--- src/verilog/dpa_pkg.sv ---
package dpa_pkg;
  // ==========================================================
  // command encoding (cs_n, ras_n, cas_n, we_n)
  localparam logic [3:0] DPA_CMD_NOP = 4'h7;
  localparam logic [3:0] DPA_CMD_ACT = 4'h3;
  localparam logic [3:0] DPA_CMD_PRE = 4'h2;
  localparam logic [3:0] DPA_CMD_RD = 4'h5;
  localparam logic [3:0] DPA_CMD_WR = 4'h4;
  localparam logic [3:0] DPA_CMD_DESEL = 4'hF;
  // ==========================================================
  // geometry and timing (clocks at 10 MHz, tCK 100 ns)
  localparam int DPA_BANKS = 4;
  localparam int DPA_BA_W = 2;
  localparam int DPA_AP_BIT = 10;
  localparam int DPA_ADDR_W = 13;
  localparam int DPA_CNT_W = 8;
  localparam int DPA_TCK_NS = 100;
  localparam int DPA_TRTP_NS = 8;
  localparam int DPA_TRP_NS = 15;
  localparam int DPA_TRAS_NS = 45;
  localparam int DPA_TRC_NS = 60;
  localparam int DPA_TWR_NS = 15;
  localparam int DPA_RTP_CLK = (DPA_TRTP_NS + DPA_TCK_NS - 1) / DPA_TCK_NS;
  localparam int DPA_RP_CLK = (DPA_TRP_NS + DPA_TCK_NS - 1) / DPA_TCK_NS;
  localparam int DPA_RAS_CLK = (DPA_TRAS_NS + DPA_TCK_NS - 1) / DPA_TCK_NS;
  localparam int DPA_RC_CLK = (DPA_TRC_NS + DPA_TCK_NS - 1) / DPA_TCK_NS;
  localparam int DPA_WR_CLK = (DPA_TWR_NS + DPA_TCK_NS - 1) / DPA_TCK_NS;
  localparam int DPA_MIN_GAP = 2;
  localparam int DPA_BL8_SHIFT = 2;
  localparam int DPA_AL = 0;
  localparam int DPA_CL = 3;
  localparam int DPA_BL = 4;
  localparam logic [DPA_CNT_W-1:0] DPA_CNT_ONE = 8'h01;
  localparam logic [DPA_CNT_W-1:0] DPA_CNT_ZERO = 8'h00;
endpackage

--- src/verilog/dpa_link_if.sv ---
`timescale 1ns/10ps
interface dpa_link_if;
  import dpa_pkg::*;
  logic [3:0] cmd;
  logic [DPA_BA_W-1:0] ba;
  logic [DPA_ADDR_W-1:0] addr;
  logic [DPA_BANKS-1:0] bank_open;
  logic [DPA_BANKS-1:0] ap_pending;
  logic cmd_error;
  modport ctrl (output cmd, output ba, output addr, input bank_open, input ap_pending,
    input cmd_error);
  modport mem (input cmd, input ba, input addr, output bank_open, output ap_pending,
    output cmd_error);
endinterface

--- src/verilog/dpa_sdram_bank.sv ---
`timescale 1ns/10ps
// Functional notes
// - A10 low closes one bank, high all
// - read to precharge spacing honored by controller
// - activate waits tRP after precharge
// - explicit precharge waits tRAS after activate
// - write to precharge WL+BL/2+tWR
// - A10 low read/write leaves bank open
// - A10 high read/write arms auto-precharge
// - write auto-precharge waits for last data
// - auto-precharge held off until tRAS met
// - read auto-precharge at AL+BL/2, postponed if needed
// - tRP starts where tRTP ends
// - never earlier than two clocks after prefetch
// - reactivate after tRP and tRC
// - write auto-precharge after burst plus WR
// - write auto-precharge reactivate after WR+tRP, tRC
// - precharge after autoprecharge uses same spacings
// - precharge may follow precharge by one clock
// - RTP equals tRTP over tCK rounded up
// - tRP counted from latest precharge to bank
// - timing uses programmed burst length
module dpa_sdram_bank
  import dpa_pkg::*;
#(
  parameter int AL = DPA_AL,
  parameter int CL = DPA_CL,
  parameter int BL = DPA_BL
)(
  // clock and reset
  input wire logic sys_clk_in,
  input wire logic arst_n_in,
  // command link
  dpa_link_if.mem link,
  // status
  output logic [DPA_BANKS-1:0] bank_open_out,
  output logic [DPA_BANKS-1:0] precharging_out,
  output logic cmd_error_out
);
  // ==========================================================
  // auto-precharge delays from the read/write command
  localparam int WL = AL + CL - 1;
  localparam int PREF = AL + ((BL == 8) ? DPA_BL8_SHIFT : 0);
  localparam int RD_AP = AL + BL / 2;
  localparam int RD_MIN = PREF + DPA_MIN_GAP;
  localparam int RD_RTP = PREF + DPA_RTP_CLK;
  localparam int RD_DLY = (RD_AP > RD_MIN) ? ((RD_AP > RD_RTP) ? RD_AP : RD_RTP)
    : ((RD_MIN > RD_RTP) ? RD_MIN : RD_RTP);
  localparam int WR_DLY = WL + BL / 2 + DPA_WR_CLK;
  localparam logic [DPA_CNT_W-1:0] RD_DLY_C = DPA_CNT_W'(RD_DLY);
  localparam logic [DPA_CNT_W-1:0] WR_DLY_C = DPA_CNT_W'(WR_DLY);
  localparam logic [DPA_CNT_W-1:0] RAS_C = DPA_CNT_W'(DPA_RAS_CLK);
  localparam logic [DPA_CNT_W-1:0] RP_C = DPA_CNT_W'(DPA_RP_CLK);
  // ==========================================================
  // precharge and activate spacings the memory polices
  localparam int RTP2 = (DPA_RTP_CLK > DPA_MIN_GAP) ? DPA_RTP_CLK : DPA_MIN_GAP;
  localparam int RD_PRE = AL + BL / 2 + RTP2 - DPA_MIN_GAP;
  localparam int WR_PRE = WL + BL / 2 + DPA_WR_CLK;
  localparam logic [DPA_CNT_W-1:0] RD_PRE_C = DPA_CNT_W'(RD_PRE);
  localparam logic [DPA_CNT_W-1:0] WR_PRE_C = DPA_CNT_W'(WR_PRE);
  localparam logic [DPA_CNT_W-1:0] RC_C = DPA_CNT_W'(DPA_RC_CLK);
  // ==========================================================
  // command decode
  logic is_act;
  logic is_pre;
  logic is_rw;
  logic ap_flag;
  always_comb
  begin
    is_act = (link.cmd == DPA_CMD_ACT);
    is_pre = (link.cmd == DPA_CMD_PRE);
    is_rw = (link.cmd == DPA_CMD_RD) || (link.cmd == DPA_CMD_WR);
    ap_flag = link.addr[DPA_AP_BIT];
  end
  // ==========================================================
  // per-bank state
  logic [DPA_BANKS-1:0] open_reg, open_next;
  logic [DPA_BANKS-1:0] ap_reg, ap_next;
  logic [DPA_CNT_W-1:0] ras_reg [DPA_BANKS], ras_next [DPA_BANKS];
  logic [DPA_CNT_W-1:0] apc_reg [DPA_BANKS], apc_next [DPA_BANKS];
  logic [DPA_CNT_W-1:0] rp_reg [DPA_BANKS], rp_next [DPA_BANKS];
  logic [DPA_BANKS-1:0] err_b;
  logic [DPA_CNT_W-1:0] hold_reg [DPA_BANKS], hold_next [DPA_BANKS];
  logic [DPA_CNT_W-1:0] rc_reg [DPA_BANKS], rc_next [DPA_BANKS];
  logic [DPA_BANKS-1:0] err_t;
  logic err_reg, err_next;
  genvar g;
  generate
    for (g = 0; g < DPA_BANKS; g++)
    begin : g_bank
      logic sel;
      logic close_pre;
      logic ap_fire;
      logic access_ok;
      logic hold_bad;
      logic rc_bad;
      always_comb
      begin
        sel = (link.ba == DPA_BA_W'(g));
        close_pre = is_pre && (ap_flag || sel);
        // a count of one means the delay ends at this very edge
        ap_fire = ap_reg[g] && (apc_reg[g] <= DPA_CNT_ONE)
          && (ras_reg[g] <= DPA_CNT_ONE);
        access_ok = is_rw && sel && open_reg[g] && !ap_reg[g];
        open_next[g] = open_reg[g];
        ap_next[g] = ap_reg[g];
        ras_next[g] = (ras_reg[g] != DPA_CNT_ZERO) ? ras_reg[g] - DPA_CNT_ONE : ras_reg[g];
        apc_next[g] = (apc_reg[g] != DPA_CNT_ZERO) ? apc_reg[g] - DPA_CNT_ONE : apc_reg[g];
        rp_next[g] = (rp_reg[g] != DPA_CNT_ZERO) ? rp_reg[g] - DPA_CNT_ONE : rp_reg[g];
        err_b[g] = 1'b0;
        if (ap_fire)
        begin
          open_next[g] = 1'b0;
          ap_next[g] = 1'b0;
          rp_next[g] = RP_C;
        end
        if (is_act && sel)
        begin
          err_b[g] = open_reg[g] || ap_reg[g] || (rp_reg[g] > DPA_CNT_ONE);
          open_next[g] = 1'b1;
          ras_next[g] = RAS_C;
        end
        if (is_rw && sel && open_reg[g] && !ap_reg[g])
        begin
          if (ap_flag)
          begin
            ap_next[g] = 1'b1;
            apc_next[g] = (link.cmd == DPA_CMD_RD) ? RD_DLY_C : WR_DLY_C;
          end
        end
        if (is_rw && sel && (!open_reg[g] || ap_reg[g]))
          err_b[g] = 1'b1;
        if (close_pre)
        begin
          err_b[g] = err_b[g] | (ap_reg[g] && !ap_fire)
            | (open_reg[g] && (ras_reg[g] > DPA_CNT_ONE));
          open_next[g] = 1'b0;
          ap_next[g] = 1'b0;
          rp_next[g] = RP_C;
        end
      end
      always_ff @(posedge sys_clk_in or negedge arst_n_in)
      begin
        if (!arst_n_in)
        begin
          open_reg[g] <= 1'b0;
          ap_reg[g] <= 1'b0;
          ras_reg[g] <= DPA_CNT_ZERO;
          apc_reg[g] <= DPA_CNT_ZERO;
          rp_reg[g] <= DPA_CNT_ZERO;
        end
        else
        begin
          open_reg[g] <= open_next[g];
          ap_reg[g] <= ap_next[g];
          ras_reg[g] <= ras_next[g];
          apc_reg[g] <= apc_next[g];
          rp_reg[g] <= rp_next[g];
        end
      end
      assign precharging_out[g] = (rp_reg[g] != DPA_CNT_ZERO);
      // ==========================================================
      // read/write to precharge and activate to activate guards
      always_comb
      begin
        hold_bad = close_pre && (hold_reg[g] > DPA_CNT_ONE);
        rc_bad = is_act && sel && (rc_reg[g] > DPA_CNT_ONE);
        err_t[g] = hold_bad || rc_bad;
        hold_next[g] = (hold_reg[g] != DPA_CNT_ZERO) ? hold_reg[g] - DPA_CNT_ONE : hold_reg[g];
        rc_next[g] = (rc_reg[g] != DPA_CNT_ZERO) ? rc_reg[g] - DPA_CNT_ONE : rc_reg[g];
        if (is_act && sel)
          rc_next[g] = RC_C;
        // keep the later of a running spacing and the new one
        if (access_ok && (link.cmd == DPA_CMD_RD) && (hold_next[g] < RD_PRE_C))
          hold_next[g] = RD_PRE_C;
        if (access_ok && (link.cmd == DPA_CMD_WR) && (hold_next[g] < WR_PRE_C))
          hold_next[g] = WR_PRE_C;
      end
      always_ff @(posedge sys_clk_in or negedge arst_n_in)
      begin
        if (!arst_n_in)
        begin
          hold_reg[g] <= DPA_CNT_ZERO;
          rc_reg[g] <= DPA_CNT_ZERO;
        end
        else
        begin
          hold_reg[g] <= hold_next[g];
          rc_reg[g] <= rc_next[g];
        end
      end
    end
  endgenerate
  // ==========================================================
  // error flag, one cycle after the offending command
  always_comb
  begin
    err_next = (|err_b) || (|err_t);
  end
  always_ff @(posedge sys_clk_in or negedge arst_n_in)
  begin
    if (!arst_n_in)
      err_reg <= 1'b0;
    else
      err_reg <= err_next;
  end
  assign bank_open_out = open_reg;
  assign cmd_error_out = err_reg;
  assign link.bank_open = open_reg;
  assign link.ap_pending = ap_reg;
  assign link.cmd_error = err_reg;
endmodule

--- src/flat_wrapper.sv ---
// flat-port wrapper written by rule: the top's interface ports become plain ports
module dpa_sdram_bank_flat import dpa_pkg::*;
#(
  parameter int AL = DPA_AL,
  parameter int CL = DPA_CL,
  parameter int BL = DPA_BL
)
  (sys_clk_in, arst_n_in, bank_open_out, precharging_out, cmd_error_out, link_cmd, link_ba, link_addr, link_bank_open, link_ap_pending, link_cmd_error);
  dpa_link_if link_i ();
  input wire logic sys_clk_in;
  input wire logic arst_n_in;
  output logic [DPA_BANKS-1:0] bank_open_out;
  output logic [DPA_BANKS-1:0] precharging_out;
  output logic cmd_error_out;
  input wire logic [$bits(link_i.cmd)-1:0] link_cmd;
  input wire logic [$bits(link_i.ba)-1:0] link_ba;
  input wire logic [$bits(link_i.addr)-1:0] link_addr;
  output wire logic [$bits(link_i.bank_open)-1:0] link_bank_open;
  output wire logic [$bits(link_i.ap_pending)-1:0] link_ap_pending;
  output wire logic [$bits(link_i.cmd_error)-1:0] link_cmd_error;
  assign link_i.cmd = link_cmd;
  assign link_i.ba = link_ba;
  assign link_i.addr = link_addr;
  assign link_bank_open = link_i.bank_open;
  assign link_ap_pending = link_i.ap_pending;
  assign link_cmd_error = link_i.cmd_error;
  dpa_sdram_bank #(.AL(AL), .CL(CL), .BL(BL)) u_core (.sys_clk_in(sys_clk_in), .arst_n_in(arst_n_in), .link(link_i), .bank_open_out(bank_open_out), .precharging_out(precharging_out), .cmd_error_out(cmd_error_out));
endmodule
--- config.mk ---
export PLATFORM = sky130hd
export DESIGN_NAME = dpa_sdram_bank_flat
export DESIGN_NICKNAME = d
export VERILOG_FILES = /design/src/verilog/dpa_pkg.sv /design/src/verilog/dpa_link_if.sv /design/src/verilog/dpa_sdram_bank.sv /design/src/flat_wrapper.sv
export SDC_FILE = /design/constraint.sdc
export NUM_CORES = 1
export LEC_CHECK = 0
export ABC_AREA = 1
export BUFFER_PORTS_ARGS = -buffer_cell sky130_fd_sc_hd__buf_2
export CAP_MARGIN = 5
export CELL_PAD_IN_SITES_DETAIL_PLACEMENT = 0
export CELL_PAD_IN_SITES_GLOBAL_PLACEMENT = 1
export CORE_UTILIZATION = 51
export CTS_CLUSTER_DIAMETER = 50
export DETAILED_ROUTE_END_ITERATION = 16
export PLACE_DENSITY = 0.88
export SETUP_SLACK_MARGIN = 0.1
export SLEW_MARGIN = 25
export SYNTH_ARGS = -nofsm -noshare
export SYNTH_HDL_FRONTEND = slang
export SYNTH_SLANG_ARGS = --single-unit
--- constraint.sdc ---
create_clock -name sys_clk_in -period 4.39 [get_ports sys_clk_in]
set_input_delay 0.2195 -clock sys_clk_in [delete_from_list [all_inputs] [get_ports sys_clk_in]]
set_output_delay 0.2195 -clock sys_clk_in [all_outputs]
set_load 0.02 [all_outputs]
==> metrics.txt <==
critical path, cell by cell inv_1, ha_1, nand2_1, nor2_1, inv_1, buf_2; RSZ-0062 raised after global routing false; post-CTS resize count 0; CP top delay family buffers and inverters; Final period util 50.7%; Post-Route Utilization 57.8%; Fin. Hold Viols 0; WP data arrival 2000 ps; Hold Path Sink u_core.rp_reg[0]; Worst EP required 4170 ps; largest net degree at the start of global routing 92; startpoint class of the critical path flop; CP Class reg2out; Num CTS Buffers 17; Design Power 7710 µW; Initial Utilization 52.3%; Yosys reg bits 169; clock skew 8.90 ps; area fraction of the dominant cell type after synthesis 42.9%; DRT Wirelength 19600 µm; NumNets Final 1374; maximum fanout along the worst path 6; met1 WL 9850 µm; reg2reg end u_core.cmd_error_out; register area share after synthesis 42.9%; Worst-path clk slew 70 ps; flop2flop setup slack 2250 ps; outcome finished clean; initial antenna violation count 0; clock buffer depth 2; DR WL met2 9000 µm; final HPWL from detailed placement 14300 µm; worst r2r src u_core.ras_reg[0]; Post-Syn Instances 1268; slowest CP cell dfrtp_1; Sw Pwr 3190 µW; total track usage 21.5%; Port Buffer Count 26; Placeable Area 0.0188 mm²; Worst-Margin Slew 925 ps; share of cells above drive strength 1 9.48%; top layer used by detailed routing met4; Clock Latency Late Sink 430 ps; top post-synthesis cells by area dfrtp_1, inv_1, nor2_1; worst hold slack 103 ps; DRT Pass-1 Iters 5; hold path depth 3; setup violators final 0; Sw Share 41.4%; total congestion overflow 0; Hold-fix buffers, CTS 1; met3 wire len 608 µm; Comb power frac 41.9%; first-pass GRT wire length 34200 µm; TritonCTS clock tree built; P_int 4520 µW; clk root buf clkbuf_16; fin. max-slew vios 0; Most common cell on crit path inv_1; post-synth cell types 48; GP Congestion 0.817; routed length per instance 12.4 µm; Syn Nets 1334; Slew HR 38.1%; pwr dens 709 mW/mm²; Die Span X 141 µm; Ys Warns 0; leakage power 0.00533 µW; max incr delay on CP 400 ps; # H-tree levels 4; Mean Syn Cell Area 7.77 µm²; nature of the critical path endpoint output pin; clock group share of total power 19.6%; min-delay src link_addr[10]; worst hold path type in2reg; CTS sink count 169; synthesized area 0.00985 mm²; Flop pwr share 38.4%; Row Count 50; worst r2r path cells 11; vias in the first global route 7489; Post-DRT Antenna Nets 0; CP bufs+invs 3; chip height 141 µm; Die ar. 0.0199 mm²; cell taking the most area after synthesis dfrtp_1; DRC Markers 0; post-CTS setup repair buffer count 0; Area Growth Syn to Fin 10.4%; setup TNS 0 ps; maxcap violations 0; Ports 39; Tmin final 2220 ps; Via Count 7872; n_diodes 0; DR iter-0 viols 466; Avg Vias per Cell 4.99; f_max 450 MHz; VDD IR max 375 µV
stage by stage:
step / area, µm² / setup slack, ps / std cells
2_1_floorplan: 9850 / 2710 / 1268
3_3_place_gp: 10300 / 2130 / 1548
3_5_place_dp: 10300 / 2130 / 1548
4_1_cts: 10900 / 2140 / 1578
5_1_grt: 10900 / 2000 / 1578
6_report: 10900 / 2170 / 1578
cells in the final DEF (no fill, tap or decap), types with 3 or more instances in the layout:
master and n:
nor4_2 3, a31oi_1 7, nor2_1 205, a21oi_1 71, nor2_2 18, clkbuf_16 17
nand3_1 76, dfrtp_1 169, a211oi_1 18, clkinv_2 4, nand4_1 16, ha_1 45
inv_1 211, nor3_1 37, xor2_1 28, a311oi_1 4, o21a_1 6, xnor2_1 13
buf_2 25, o21ai_1 9, nand3_2 4, nand2_4 3, o21ai_2 5, o211ai_1 5
nand3b_1 3, o21ai_0 79, or2_2 6, nand2_1 170, bufinv_16 3, nor2_4 7
nand2_2 6, inv_2 12
layout make-up:
type,count,area [µm²]
timing repair buffer,29,174
fill,1756,7950
inverter,224,841
clock inverter,9,125
sequential,169,4230
multi-input combinational,867,4730
clock buffer,20,457
tap,260,325
metal layers:
metal,global-route usage (%),up-vias
met5,0,-
met4,4.58,0
met3,5.03,9
met2,35.3,84
met1,28.8,3615
li1,-,4164
worst max path at each step:
stage | startpoint | to | slack (ps) | cells past startpoint
2_1_floorplan | u_core.rp_reg[24] | u_core.rp_reg[30] | 2710 | 10
3_3_place_gp | link_cmd[3] | u_core.ras_reg[11] | 2130 | 7
3_5_place_dp | link_cmd[3] | u_core.rc_reg[14] | 2130 | 7
4_1_cts | u_core.rp_reg[16] | precharging_out[1] | 2140 | 6
5_1_grt | u_core.ras_reg[0] | u_core.cmd_error_out | 2000 | 11
6_report | u_core.rp_reg[16] | precharging_out[1] | 2170 | 6
worst register-to-register path, delay by kind of cell (launching register included):
family	cells	cell delay (ps)
simple gates	4	580
compound gates	3	610
fa+ha+maj	1	160
buf+inv	3	290
flops	1	380
cell usage after synthesis (all sizes together):
library cell,n
nand2,179
o22ai,2
nor3,38
o2111ai,1
ha,45
nor4,5
and3,2
nand3b,3
o31ai,1
xor2,28
buf,8
o21ai,93
a311oi,4
o21bai,2
a31oi,7
o21a,6
a21o,1
o211ai,5
nand3,80
mux2i,1
xnor2,13
a32oi,1
nor3b,2
a21oi,72
a21boi,1
inv,223
a211oi,18
or2,9
dfrtp,169
nor2,230
clkinv,1
nand4,18
power groups by stage:
stage / logic (µW) / clock network (µW) / registers (µW)
floorplan: 2670 / 0 / 2860
global placement: 3170 / 0 / 2960
detailed placement: 3240 / 0 / 2970
CTS: 3260 / 1560 / 2960
global route: 3800 / 1610 / 3080
finish: 3230 / 1510 / 2960
kinds of logic (layout without fill, tap and decap cells):
family / count (synthesis) / count (layout) / synth area share, %
and+or+nand+nor: 566 / 566 / 26.2
buffers and inverters: 232 / 282 / 9.07
AOI/OAI and AO/OA: 214 / 214 / 12.3
DFF: 169 / 169 / 42.9
adders and majority gates: 45 / 45 / 5.72
xor gates and xnor gates: 41 / 41 / 3.65
muxes: 1 / 1 / 0.102
No activity file was read; power rests on OpenSTA's default activity.
